<file path="src/design/tpc_cfg.svh">
// Constants for the timer prescaler and cascade block
`ifndef TPC_CFG_SVH
`define TPC_CFG_SVH

`define TPC_CNT_W        16
`define TPC_PRESC_DIV    20
`define TPC_PRESC_INIT   0
`define TPC_TC_COUNT     1
`define TPC_LOW_COUNT    2
`define TPC_CLR_W        2
`define TPC_CLR_BIT_C0   0
`define TPC_CLR_BIT_C1   1
`define TPC_OUT_RST      1'b0
`define TPC_IRQ_RST      1'b0

`endif

</file>
<file path="src/design/tpc_pkg.sv">
// Types shared by the timer prescaler and cascade block
package tpc_pkg;

  typedef enum logic [1:0] {
    TPC_MODE_TERM = 2'h0,
    TPC_MODE_RATE = 2'h2
  } tpc_mode_t;

endpackage

</file>
<file path="src/design/tpc_counter.sv">
// One programmable down counter with terminal-count event
`timescale 1ns/1ps
`include "tpc_cfg.svh"

module tpc_counter
  import tpc_pkg::*;
#(
  parameter int unsigned W = `TPC_CNT_W
) (
  input  wire logic         core_clk,
  input  wire logic         arst_n,
  input  wire logic         load,
  input  wire logic [W-1:0] load_value,
  input  wire tpc_mode_t    mode,
  input  wire logic         gate,
  input  wire logic         count_tick,
  output logic              cnt_out,
  output logic              term_pulse
);

  logic [W-1:0] cnt_q,    cnt_d;
  logic [W-1:0] reload_q, reload_d;
  tpc_mode_t    mode_q,   mode_d;
  logic         out_q,    out_d;
  logic         term_q,   term_d;

  // Zero wraps to all ones, giving the full count range
  function automatic logic [W-1:0] dec_w(input logic [W-1:0] v);
    dec_w = v - W'(1);
  endfunction

  always_comb begin
    cnt_d    = cnt_q;
    reload_d = reload_q;
    mode_d   = mode_q;
    out_d    = out_q;
    term_d   = 1'b0;
    if (load) begin
      cnt_d    = load_value;
      reload_d = load_value;
      mode_d   = mode;
      out_d    = (mode == TPC_MODE_RATE);
    end else if (count_tick && gate) begin
      term_d = (cnt_q == W'(`TPC_TC_COUNT));
      unique case (mode_q)
        TPC_MODE_RATE: begin
          if (cnt_q == W'(`TPC_TC_COUNT)) begin
            cnt_d = reload_q;
            out_d = 1'b1;
          end else begin
            cnt_d = dec_w(cnt_q);
            if (cnt_q == W'(`TPC_LOW_COUNT)) begin
              out_d = 1'b0;
            end
          end
        end
        default: begin
          // Output stays high after terminal count until reloaded
          cnt_d = dec_w(cnt_q);
          if (cnt_q == W'(`TPC_TC_COUNT)) begin
            out_d = 1'b1;
          end
        end
      endcase
    end
  end

  always_ff @(posedge core_clk or negedge arst_n) begin
    if (!arst_n) begin
      cnt_q    <= '0;
      reload_q <= '0;
      mode_q   <= TPC_MODE_TERM;
      out_q    <= `TPC_OUT_RST;
      term_q   <= 1'b0;
    end else begin
      cnt_q    <= cnt_d;
      reload_q <= reload_d;
      mode_q   <= mode_d;
      out_q    <= out_d;
      term_q   <= term_d;
    end
  end

  assign cnt_out    = out_q;
  assign term_pulse = term_q;

endmodule // tpc_counter

</file>
<file path="src/design/tpc_top.sv">
// Prescaler, three cascaded counters and latched terminal interrupts
`timescale 1ns/1ps
`include "tpc_cfg.svh"

module tpc_top
  import tpc_pkg::*;
#(
  parameter int unsigned W   = `TPC_CNT_W,
  parameter int unsigned DIV = `TPC_PRESC_DIV
) (
  input  wire logic                  core_clk,
  input  wire logic                  arst_n,
  input  wire logic [2:0]            load_strobe,
  input  wire logic [W-1:0]          load_value0,
  input  wire logic [W-1:0]          load_value1,
  input  wire logic [W-1:0]          load_value2,
  input  wire tpc_mode_t             mode0,
  input  wire tpc_mode_t             mode1,
  input  wire tpc_mode_t             mode2,
  input  wire logic [2:0]            gate,
  input  wire logic                  clr_wr,
  input  wire logic [`TPC_CLR_W-1:0] clr_data,
  output logic                       counter0_out,
  output logic                       counter1_out,
  output logic                       counter2_out,
  output logic                       counter0_terminal_irq,
  output logic                       counter1_terminal_irq
);

  localparam int unsigned PW = (DIV > 1) ? $clog2(DIV) : 1;

  logic [PW-1:0] presc_q, presc_d;
  logic          tick;
  logic          c2_prev_q, c2_prev_d;
  logic          c2_rise;
  logic          c0_term, c1_term;
  logic          irq0_q, irq0_d;
  logic          irq1_q, irq1_d;
  logic          clr0, clr1;

  // Prescaler: tick on the last state, then restart
  assign tick = (presc_q == PW'(DIV - 1));

  always_comb begin
    if (tick) begin
      presc_d = PW'(`TPC_PRESC_INIT);
    end else begin
      presc_d = presc_q + PW'(1);
    end
  end

  always_ff @(posedge core_clk or negedge arst_n) begin
    if (!arst_n) begin
      presc_q <= PW'(`TPC_PRESC_INIT);
    end else begin
      presc_q <= presc_d;
    end
  end

  // Single clock domain, so the cascade uses an edge enable, not a derived clock
  always_comb begin
    c2_prev_d = counter2_out;
  end

  always_ff @(posedge core_clk or negedge arst_n) begin
    if (!arst_n) begin
      c2_prev_q <= `TPC_OUT_RST;
    end else begin
      c2_prev_q <= c2_prev_d;
    end
  end

  assign c2_rise = counter2_out & ~c2_prev_q;

  tpc_counter #(.W(W)) u_cnt2 (
    .core_clk   (core_clk),
    .arst_n     (arst_n),
    .load       (load_strobe[2]),
    .load_value (load_value2),
    .mode       (mode2),
    .gate       (gate[2]),
    .count_tick (tick),
    .cnt_out    (counter2_out),
    .term_pulse ()
  );

  tpc_counter #(.W(W)) u_cnt0 (
    .core_clk   (core_clk),
    .arst_n     (arst_n),
    .load       (load_strobe[0]),
    .load_value (load_value0),
    .mode       (mode0),
    .gate       (gate[0]),
    .count_tick (c2_rise),
    .cnt_out    (counter0_out),
    .term_pulse (c0_term)
  );

  tpc_counter #(.W(W)) u_cnt1 (
    .core_clk   (core_clk),
    .arst_n     (arst_n),
    .load       (load_strobe[1]),
    .load_value (load_value1),
    .mode       (mode1),
    .gate       (gate[1]),
    .count_tick (c2_rise),
    .cnt_out    (counter1_out),
    .term_pulse (c1_term)
  );

  // Latches: a new terminal count beats a clear in the same cycle
  assign clr0 = clr_wr & clr_data[`TPC_CLR_BIT_C0];
  assign clr1 = clr_wr & clr_data[`TPC_CLR_BIT_C1];

  always_comb begin
    irq0_d = c0_term | (irq0_q & ~clr0);
    irq1_d = c1_term | (irq1_q & ~clr1);
  end

  always_ff @(posedge core_clk or negedge arst_n) begin
    if (!arst_n) begin
      irq0_q <= `TPC_IRQ_RST;
      irq1_q <= `TPC_IRQ_RST;
    end else begin
      irq0_q <= irq0_d;
      irq1_q <= irq1_d;
    end
  end

  assign counter0_terminal_irq = irq0_q;
  assign counter1_terminal_irq = irq1_q;

  // Helper state seen only by the checks below
  logic [PW-1:0] since_rst_q, since_rst_d;
  logic [PW-1:0] gap_q,       gap_d;
  logic          seen_tick_q, seen_tick_d;

  // Gap counter kept apart from the prescaler, so a short period shows up
  always_comb begin
    since_rst_d = since_rst_q;
    seen_tick_d = seen_tick_q | tick;
    if (tick) begin
      gap_d = '0;
    end else begin
      gap_d = gap_q + PW'(1);
    end
    if (!seen_tick_q && !tick) begin
      since_rst_d = since_rst_q + PW'(1);
    end
  end

  always_ff @(posedge core_clk or negedge arst_n) begin
    if (!arst_n) begin
      since_rst_q <= '0;
      gap_q       <= '0;
      seen_tick_q <= 1'b0;
    end else begin
      since_rst_q <= since_rst_d;
      gap_q       <= gap_d;
      seen_tick_q <= seen_tick_d;
    end
  end
endmodule // tpc_top

</file>
<file path="config.mk">
export PLATFORM = sky130hd
export DESIGN_NAME = tpc_top
export DESIGN_NICKNAME = d
export VERILOG_FILES = /design/src/design/tpc_pkg.sv /design/src/design/tpc_counter.sv /design/src/design/tpc_top.sv
export VERILOG_INCLUDE_DIRS = /design/src /design/src/design
export SDC_FILE = /design/constraint.sdc
export NUM_CORES = 1
export LEC_CHECK = 0
export BUFFER_PORTS_ARGS = -buffer_cell sky130_fd_sc_hd__buf_2
export CAP_MARGIN = 20
export CORE_UTILIZATION = 63
export CTS_CLUSTER_DIAMETER = 200
export DETAILED_ROUTE_END_ITERATION = 7
export PLACE_DENSITY_LB_ADDON = 0.2
export SETUP_SLACK_MARGIN = 0.05
export SYNTH_ARGS = -nofsm -noshare
export SYNTH_HDL_FRONTEND = slang
export SYNTH_HIERARCHICAL = 1
export SYNTH_SLANG_ARGS = --single-unit
</file>
<file path="constraint.sdc">
create_clock -name core_clk -period 3.45 [get_ports core_clk]
set_input_delay 0.345 -clock core_clk [delete_from_list [all_inputs] [get_ports core_clk]]
set_output_delay 0.345 -clock core_clk [all_outputs]
set_load 0.05 [all_outputs]
</file>
==> results of run 1 <==
[cell type report]
class                           instances  area [um^2]
Multi-Input combinational cell        449         3030
Sequential cell                       115         2880
Fill cell                             660         2150
Clock buffer                           20          445
Timing Repair Buffer                   77          410
Tap cell                              129          161
Clock inverter                         10          134
Inverter                               34          128
[power by group]
part           total [mW]  internal (mW)  switching, mW
clock network        1.72           1.12          0.600
logic               0.445          0.195          0.250
registers            1.59           1.47          0.121
[registers in the layout, summed over array words and instances (netlist names), 5 cells and up]
register and cells:
u_cnt0/cnt_q 16, u_cnt2/cnt_q 16, u_cnt1/reload_q 16, u_cnt1/cnt_q 16, presc_q 5, u_cnt0/reload_q 16, u_cnt2/reload_q 16
[timing repair]
| item | CTS | global route |
|---|---|---|
| hold endpoints to repair | 2 | 0 |
| buffers inserted | 0 | 0 |
| hold buffers | 1 | 0 |
[worst max-delay path: cells and delay by family, from the launching register on]
kind	cells	cell delay, ns
and+or+nand+nor	4	1.55
DFF	1	0.42
AOI/OAI and AO/OA	1	0.27
[metrics by stage]
stage,std cells,utilization (%),setup WS (ns),area [um^2]
after floorplan,627,-,1.41,6150
after global placement,803,70.7,1.22,6590
after detailed placement,803,70.7,1.16,6590
after CTS,834,77.0,1.16,7180
after global routing,834,77.0,0.974,7180
final,834,77.0,1.12,7180
[cells in the final DEF (no fill, tap or decap), types with 5 or more instances in the layout]
cell and count:
buf_2 68, mux2i_1 10, a22oi_1 21, a31oi_1 10
nor3_1 14, clkbuf_16 16, ha_1 10, nand4_1 10
nand2_1 67, nor3b_1 5, buf_4 8, xnor2_1 14
o31ai_1 9, or3_1 11, xor2_1 8, inv_1 34
a21oi_1 21, mux2_2 28, nor2_1 42, nand3_1 17
a221oi_1 5, dfrtp_1 115, and2_1 6, o21ai_0 49
[worst paths after layout]
path | to | start
max | u_cnt0/cnt_q[3]$_DFFE_PN0P_ | u_cnt0/cnt_q[11]$_DFFE_PN0P_
min | u_cnt1/reload_q[14]$_DFFE_PN0P_ | load_value1[14]
max reg2reg | u_cnt0/cnt_q[3]$_DFFE_PN0P_ | u_cnt0/cnt_q[11]$_DFFE_PN0P_
min reg2reg | counter1_terminal_irq$_DFF_PN0_ | u_cnt1/term_pulse$_DFF_PN0_
max in group asynchronous | u_cnt1/reload_q[0]$_DFFE_PN0P_ | arst_n
min in group asynchronous | u_cnt0/cnt_out$_DFFE_PN0P_ | arst_n
[routing by layer]
layer / wire length (um) / share of wire [%] / vias up
li1: - / - / 2428
met1: 6150 / 42 / 2516
met2: 7360 / 50 / 222
met3: 948 / 6.4 / 29
met4: 344 / 2.3 / 0
met5: 0 / 0 / -
==> impl_results.md, run 1 <==
* Total inserted antenna cells at 0
* Number of nets with antenna violations after detailed routing at 0
* Core outline area at 9330 um^2
* Number of top-level design ports at 70
* Status: complete, no violations
* Wire per inst at 17.7 um
* Slew at the pin closest to its max-slew limit at 0.945 ns
* Std-Cell Rows at 35
* Setup slack of the worst register-to-register path at 1.12 ns
* Setup Total Neg Slack at 0 ns
* Worst slew slack as a fraction of its limit at 37.0%
* Number of gates resized after cts at 0
* Final WL at 14800 um
* First-pass iteration count of the detailed router at 6
* Met2 demand-to-capacity share in global routing at 52.4%
* Maximum root-to-sink buffer count at 2
* Worst-path cell chain: or4_4, nor3_4, and3_1, nand3_1, a41oi_1
* Starting Density at 65.9%
* Pwr dens at 524 nW/um^2
* Critical Path Slowest Stage Cell: or4_4
* Area growth from synthesis to layout at 16.8%
* Global route hottest layer: met2
* Count of vias placed by the detailed router at 5195
* Longest individual stage delay on the worst path at 0.57 ns
* Kind of path behind the tightest hold check: primary input to flip-flop
* Worst hold path cell count at 3
* Peak fanout along the critical path at 10
* Overall power after layout at 3.76 mW
* WHS at 0.0548 ns
* Maximum number of pins on one net before global-route repair at 77
* Worst Clk Skew at 0.0130 ns
* Total gr overflow at 0
* Clock-pin slew of the registers on the worst-case setup and hold paths at 0.06 ns
* Post-Synthesis Cell Area at 6150 um^2
* Clock buffer count from CTS at 17
* Die W at 101 um
* DRT iter0 DRCs at 330
* Antenna violations before repair at 0
* Final worst path period need at 2.33 ns
* Crit end category: flip-flop
* Count of synthesis-stage warnings from yosys at 6
* Via density per instance at 6.23
* GRT Total Usage at 31.6%
* Post-synthesis net count at 702
* Max Cap Violations at 0
* Critical Path Source Type: flip-flop
* Met1 capacity usage during global routing at 39.1%
* Count of cells along the worst register-to-register path at 5
* Height of the chip at 101 um
* Port Buffers at 69
* Clock H-tree levels at 4
* Die Outline Area at 10200 um^2
* Clock tree root buffer cell: clkbuf_8
* Maximum vdd ir drop at 0.426 mV
* HPWL after detailed placement at 9770 um
* Number of failing hold endpoints at the final stage at 0
* Leak pwr at 3.14 nW
* Max Transition Viols Final at 0
* Final setup viols at 0
* Latest clock arrival within the worst-skew pair at 0.52 ns
* Setup repair after global routing missed its margin: no
* Type of the setup path with the least slack: flip-flop to flip-flop
* Syn avg cell area at 9.81 um^2
* Routability congestion estimate from global placement at 0.890
* Critical path data required time at 3.86 ns
* CP arrival at 2.73 ns
* Number of global-route vias before repair at 5197
* Global-route wire length before repair at 24600 um
* Number of instances in the synthesized netlist at 627
* Fmax at 0.430 GHz
* Clock tree from TritonCTS: built
* Global routing met3 resource utilization at 7.56%
* Fraction of layout instances using a drive strength above 1 at 22.0%
* Clk sinks at 115
* Number of design rule violations left after detail routing at 0
* Final #Nets at 769
* Share of the cycle needed by the critical path after routing at 67.4%
No activity file was read; power rests on OpenSTA's default activity.
==> run 2, diff against run 1 <==
- ABC_AREA: unset -> 1
- CORE_UTILIZATION: 63 -> 54
- clock period: 3.45 -> 2 ns (I/O delays scaled with it)
==> run 2 against run 1 <==
Effect of this change: combinational power grew to 3.5 times the previous value; highest routed layer unchanged; sequential share of layout area shrank 5.3 points; critical path type unchanged; synthesized cell count grew 56%.
==> impl_results.md, run 2 <==
* DRT iter0 DRCs at 372
* Clock-pin slew of the registers on the worst-case setup and hold paths at 0.05 ns
* Share of the cycle needed by the critical path after routing at 86.5%
* Starting Density at 56.1%
* Latest clock arrival within the worst-skew pair at 0.41 ns
* Crit path buf inv count at 1
* Critical Path Source Type: flip-flop
* Leak pwr at 4.45 nW
* Final #Nets at 1127
* Count of cells along the worst register-to-register path at 9
* Std-Cell Rows at 41
* Antenna violations before repair at 0
* Worst-path cell chain: inv_1, ha_1, nand2_2, nor2_4, nand3_4, nand2_1, o21ai_0, nand3_1, nand2_1
* Height of the chip at 117 um
* GRT Total Usage at 25.1%
* Final worst path period need at 1.73 ns
* Critical path data required time at 2.30 ns
* Clock tree from TritonCTS: built
* Pwr dens at 897 nW/um^2
* Final standard cell utilization of the core at 64.9%
* Area growth from synthesis to layout at 15.6%
* Setup repair after global routing missed its margin: no
* Post-synthesis net count at 1052
* Type of the setup path with the least slack: flip-flop to flip-flop
* Maximum number of pins on one net before global-route repair at 116
* Worst hold path cell count at 3
* Status: complete, no violations
* Number of design rule violations left after detail routing at 0
* Port Buffers at 69
* Destination of the worst hold path: u_cnt2/reload_q[1]$_DFFE_PN0P_
* Critical Path Slowest Stage Cell: dfrtp_1
* Global-route wire length before repair at 26700 um
* Max Transition Viols Final at 0
* Count of synthesis-stage warnings from yosys at 6
* Number of cells on the critical path at 9
* Overall power after layout at 7.43 mW
* Number of gates resized after cts at 0
* Number of instances in the synthesized netlist at 977
* CP arrival at 2.03 ns
* Syn avg cell area at 7.34 um^2
* Start of the worst register-to-register path: u_cnt2/cnt_q[1]$_DFFE_PN0P_
* Clock H-tree levels at 4
* Worst Clk Skew at 0.00686 ns
* Count of vias placed by the detailed router at 6274
* Peak fanout along the critical path at 17
* Via density per instance at 5.08
* Number of global-route vias before repair at 5831
* Core outline area at 12800 um^2
* Final setup viols at 0
* Worst slew slack as a fraction of its limit at 55.3%
* Clock tree root buffer cell: clkbuf_16
* Top library cells by usage in the layout, fill and taps aside: 344 x nand2_1, 115 x dfrtp_1, 114 x nor2_1, 107 x inv_1, 75 x nand3_1
* Fmax at 0.578 GHz
* Number of top-level design ports at 70
* Max Cap Violations at 0
* Critical path origin: u_cnt2/cnt_q[1]$_DFFE_PN0P_
* Clk sinks at 115
* Setup slack of the worst register-to-register path at 0.27 ns
* Die Outline Area at 13700 um^2
* Crit end category: flip-flop
* Kind of path behind the tightest hold check: primary input to flip-flop
* Most common cell after layout, fill and taps aside: nand2_1
* Worst reg2reg endpoint: u_cnt2/cnt_q[7]$_DFFE_PN0P_
* Slew at the pin closest to its max-slew limit at 0.668 ns
* Post-Synthesis Cell Area at 7170 um^2
* Die W at 117 um
* Total inserted antenna cells at 0
* Wire per inst at 12.9 um
* HPWL after detailed placement at 10900 um
* Maximum root-to-sink buffer count at 2
* Setup Total Neg Slack at 0 ns
* Maximum vdd ir drop at 0.637 mV
* Number of nets with antenna violations after detailed routing at 0
* Min-delay src: load_value2[1]
* Fraction of layout instances using a drive strength above 1 at 20.3%
* Final WL at 16000 um
* Longest individual stage delay on the worst path at 0.42 ns
* Number of failing hold endpoints at the final stage at 0
* Most numerous cell on the critical path: nand2_1
* Clock buffer count from CTS at 17
* Total gr overflow at 0
* Largest delay contributor family on the critical path: simple AND/OR/NAND/NOR gates
* First-pass iteration count of the detailed router at 6
* Routability congestion estimate from global placement at 0.870
-- run 2: worst max-delay path by stage --
stage / slack (ns) / end
final: 0.27 / u_cnt2/cnt_q[7]$_DFFE_PN0P_
after global routing: 0.12 / u_cnt2/cnt_q[14]$_DFFE_PN0P_
after floorplan: 0.38 / u_cnt0/cnt_q[3]$_DFFE_PN0P_
after CTS: 0.27 / u_cnt2/cnt_q[7]$_DFFE_PN0P_
after detailed placement: 0.32 / u_cnt2/cnt_q[6]$_DFFE_PN0P_
after global placement: 0.37 / u_cnt2/cnt_q[5]$_DFFE_PN0P_
-- run 2: per-layer routing --
layer,global-route usage (%),vias up,wire length [um]
met5,0,-,0
met4,6.50,0,85
met3,5.56,6,703
met2,42.5,129,7760
met1,32.5,2943,7430
li1,-,3196,-
-- run 2: area by class of cell --
class	count	area (um^2)
Multi-Input combinational cell	720	3670
Clock inverter	4	45.0
Timing Repair Buffer	88	536
Fill cell	1143	4490
Clock buffer	26	529
Sequential cell	115	2880
Tap cell	172	215
Inverter	110	413
-- run 2: power by group --
group          switching (mW)  internal [mW]  total, mW
clock                    1.00           1.92       2.92
combinational           0.949          0.606       1.56
sequential              0.320           2.64       2.96
-- run 2: tightest hold or removal path: stages --
cell and delay, ns:
buf_2 0.07, nand2_1 0.05, o21ai_0 0.06
-- run 2: timing repair --
action / 4_1_cts / 5_1_grt
hold buffers: 3 / 0
hold endpoints to repair: 117 / 0
buffers inserted: 0 / 0
-- run 2: metrics by stage --
| stage | area [um^2] | worst slack (ns) | hold slack [ns] | cells |
|---|---|---|---|---|
| 2_1_floorplan | 7170 | 0.384 | -0.0956 | 977 |
| 3_3_place_gp | 7680 | 0.375 | 0.347 | 1202 |
| 3_5_place_dp | 7680 | 0.318 | 0.341 | 1202 |
| 4_1_cts | 8290 | 0.271 | 0.00256 | 1235 |
| 5_1_grt | 8290 | 0.118 | 0.0204 | 1235 |
| 6_report | 8290 | 0.270 | 0.0118 | 1235 |
==> run 3, diff against run 2 <==
- CORE_MARGIN: unset -> 2
- SYNTH_HIERARCHICAL: 1 -> unset
==> run 3 against run 2 <==
Effect of this change: cell count is 3.8% lower; setup slack worse by 0.039 ns; register-to-register slack worse by 0.04 ns; synthesized area is 7.1% lower; combinational power is 16% lower; design area is 4.4% lower; hold slack worse by 0.0026 ns.
==> impl_results.md, run 3 <==
* Status: complete, no violations
* Antenna violations before repair at 0
* Power spent charging and discharging nets at 2.12 mW
* Post-Synthesis Cell Area at 6660 um^2
* Number of synthesized register bits at 115
* Core outline area at 12000 um^2
* Number of nets with antenna violations after detailed routing at 0
* GRT Total Usage at 25.5%
* First-pass iteration count of the detailed router at 6
* Clock buffer count from CTS at 17
* Top library cells by usage in the layout, fill and taps aside: 298 x nand2_1, 115 x dfrtp_1, 98 x inv_1, 94 x nand3_1, 91 x nor2_1
* Maximum vdd ir drop at 0.652 mV
* Fraction of layout instances using a drive strength above 1 at 14.0%
* Final #Nets at 1103
* Via density per instance at 5.18
* Combinational group share of total power at 17.5%
* WHS at 0.00921 ns
* Total gr overflow at 0
* Clock H-tree levels at 4
* Crit path buf inv count at 1
* Kind of path behind the tightest hold check: primary input to flip-flop
* Crit end category: flip-flop
* Number of failing hold endpoints at the final stage at 0
* Leading cell type by number of instances after synthesis: nand2_1
* Async SR Flop Fraction at 100%
* HPWL after detailed placement at 10700 um
* Top cells by area in the synthesized netlist: dfrtp_1 43%, nand2_1 17%, nand3_1 7.1%
* Peak fanout along the critical path at 14
* Die W at 115 um
* Leak pwr at 4.03 nW
* Synth cell count leaders: 298 x nand2_1, 115 x dfrtp_1, 98 x inv_1
* Latest clock arrival within the worst-skew pair at 0.41 ns
* Std-Cell Rows at 40
* Type of the setup path with the least slack: flip-flop to flip-flop
* Library cell occupying the most area in the post-synthesis netlist: dfrtp_1
* Number of instances in the synthesized netlist at 941
* Global-route wire length before repair at 26900 um
* Port Buffers at 69
* Top-area cell type share of the netlist area at 43.2%
* Longest individual stage delay on the worst path at 0.43 ns
* Setup Total Neg Slack at 0 ns
* Total inserted antenna cells at 0
* Die Outline Area at 13200 um^2
* Sequential share of power at 38.6%
* Area growth from synthesis to layout at 19.0%
* Clk sinks at 115
* Number of buffers inserted to repair setup after CTS at 0
* Maximum number of pins on one net before global-route repair at 116
* Count of vias placed by the detailed router at 6152
* Max Cap Violations at 0
* Post-synthesis net count at 1016
* Number of top-level design ports at 70
* Number of design rule violations left after detail routing at 0
* Height of the chip at 115 um
* Routability congestion estimate from global placement at 0.932
* Critical path origin: u_cnt1.cnt_q[8]$_DFFE_PN0P_
* Min-delay src: load_value2[7]
* Critical Path Slowest Stage Cell: dfrtp_1
* Setup repair after global routing missed its margin: yes
* Final WL at 15700 um
* Slew at the pin closest to its max-slew limit at 0.627 ns
* Starting Density at 55.4%
* Most numerous cell on the critical path: nand2_1
* Clock tree root buffer cell: clkbuf_16
* Fmax at 0.565 GHz
* Wire per inst at 13.2 um
* Count of synthesis-stage warnings from yosys at 0
* Max Transition Viols Final at 0
* EDFF count, synth at 0
* Critical path data required time at 2.34 ns
* Maximum root-to-sink buffer count at 2
* Internal power component at 5.33 mW
* Most common cell after layout, fill and taps aside: nand2_1
* DRT iter0 DRCs at 428
* Clock-pin slew of the registers on the worst-case setup and hold paths at 0.05 ns
* Final worst path period need at 1.77 ns
* Portion of the post-synthesis area used by sequential elements at 43.2%
* Top flip-flop cell by instance count after synthesis: dfrtp_1
* Critical Path Source Type: flip-flop
* Worst-path cell chain: nor2_2, nand2_1, nor2_4, nand3_4, buf_4, nand2_1, nand3_1, a21oi_1
* Start of the worst register-to-register path: u_cnt1.cnt_q[8]$_DFFE_PN0P_
* Syn avg cell area at 7.08 um^2
* Worst Clk Skew at 0.00601 ns
* CP arrival at 2.11 ns
* Filler cells at 1057
* Pwr dens at 941 nW/um^2
* Post-synthesis cell type count at 30
* Final setup viols at 0
* Largest delay contributor family on the critical path: simple AND/OR/NAND/NOR gates
* Clock tree from TritonCTS: built
* Share of the cycle needed by the critical path after routing at 88.5%
* Worst slew slack as a fraction of its limit at 58.2%
* Number of global-route vias before repair at 5878
* Switching share of power at 28.5%
* Clock share of power at 43.9%
==> run 3: final timing paths <==
path	to	slack, ns	cells past startpoint
hold / removal	u_cnt2.reload_q[7]$_DFFE_PN0P_	0.009	3
hold reg to reg	counter1_terminal_irq$_DFF_PN0_	0.43	1
setup / recovery	u_cnt1.cnt_q[5]$_DFFE_PN0P_	0.23	8
setup reg to reg	u_cnt1.cnt_q[5]$_DFFE_PN0P_	0.23	8
min in group asynchronous	u_cnt1.reload_q[1]$_DFFE_PN0P_	0.39	3
max in group asynchronous	u_cnt0.cnt_q[13]$_DFFE_PN0P_	1.11	3
==> run 3: cell families (layout without fill, tap and decap cells) <==
group           after synthesis  in the layout  synth area share, %
flops                       115            115                 43.2
simple gates                530            530                 34.3
compound gates              145            145                 11.1
buf+inv                     131            231                 8.27
fa+ha+maj                    10             10                 1.88
xor+xnor                     10             10                 1.31
==> run 3: tightest hold or removal path, stage by stage <==
cell and delay [ns]:
buf_2 0.09, nand2_1 0.04, nand2_1 0.05
==> run 3: final cells by class <==
cell class              count  area (um^2)  area share, %
clock buffers              22          454           5.73
clock inverters            10          180           2.27
inverters                 101          379           4.78
multi-input cells         695         3240           40.9
flip-flops and latches    115         2880           36.3
well taps                 147          184           2.32
repair buffers             98          606           7.64
==> run 3: what timing repair did <==
action / in CTS / in global routing
endpoints found under the setup margin: 0 / 13
hold endpoints to repair: 125 / 0
resized for setup: 0 / 2
hold buffers: 11 / 0
==> run 3: power groups by stage <==
stage	sequential [mW]	clock (mW)	combinational [mW]
floorplan	2.88	0	0.899
global placement	2.90	0	1.26
detailed placement	2.90	0	1.29
CTS	2.87	3.32	1.31
global route	2.91	3.44	1.52
finish	2.87	3.27	1.31
==> run 3: stage by stage <==
| step | std cells | power, mW | cell area, um^2 | worst slack, ns | util [%] |
|---|---|---|---|---|---|
| after global routing | 1188 | 7.87 | 7920 | 0.0259 | 66.0 |
| after floorplan | 941 | 3.77 | 6660 | 0.341 | - |
| after global placement | 1145 | 4.16 | 7170 | 0.276 | 59.7 |
| after detailed placement | 1145 | 4.18 | 7170 | 0.221 | 59.7 |
| after CTS | 1188 | 7.50 | 7910 | 0.197 | 65.9 |
| final | 1188 | 7.46 | 7920 | 0.230 | 66.0 |
==> run 3: per-layer routing <==
| layer | up-vias | part of all wire (%) | track usage (%) | routed length, um |
|---|---|---|---|---|
| met5 | - | 0 | 0 | 0 |
| met4 | 0 | 1.7 | 8.19 | 261 |
| met3 | 22 | 5.0 | 5.80 | 782 |
| met2 | 174 | 46 | 40.0 | 7130 |
| met1 | 2777 | 48 | 35.3 | 7490 |
| li1 | 3179 | - | - | - |
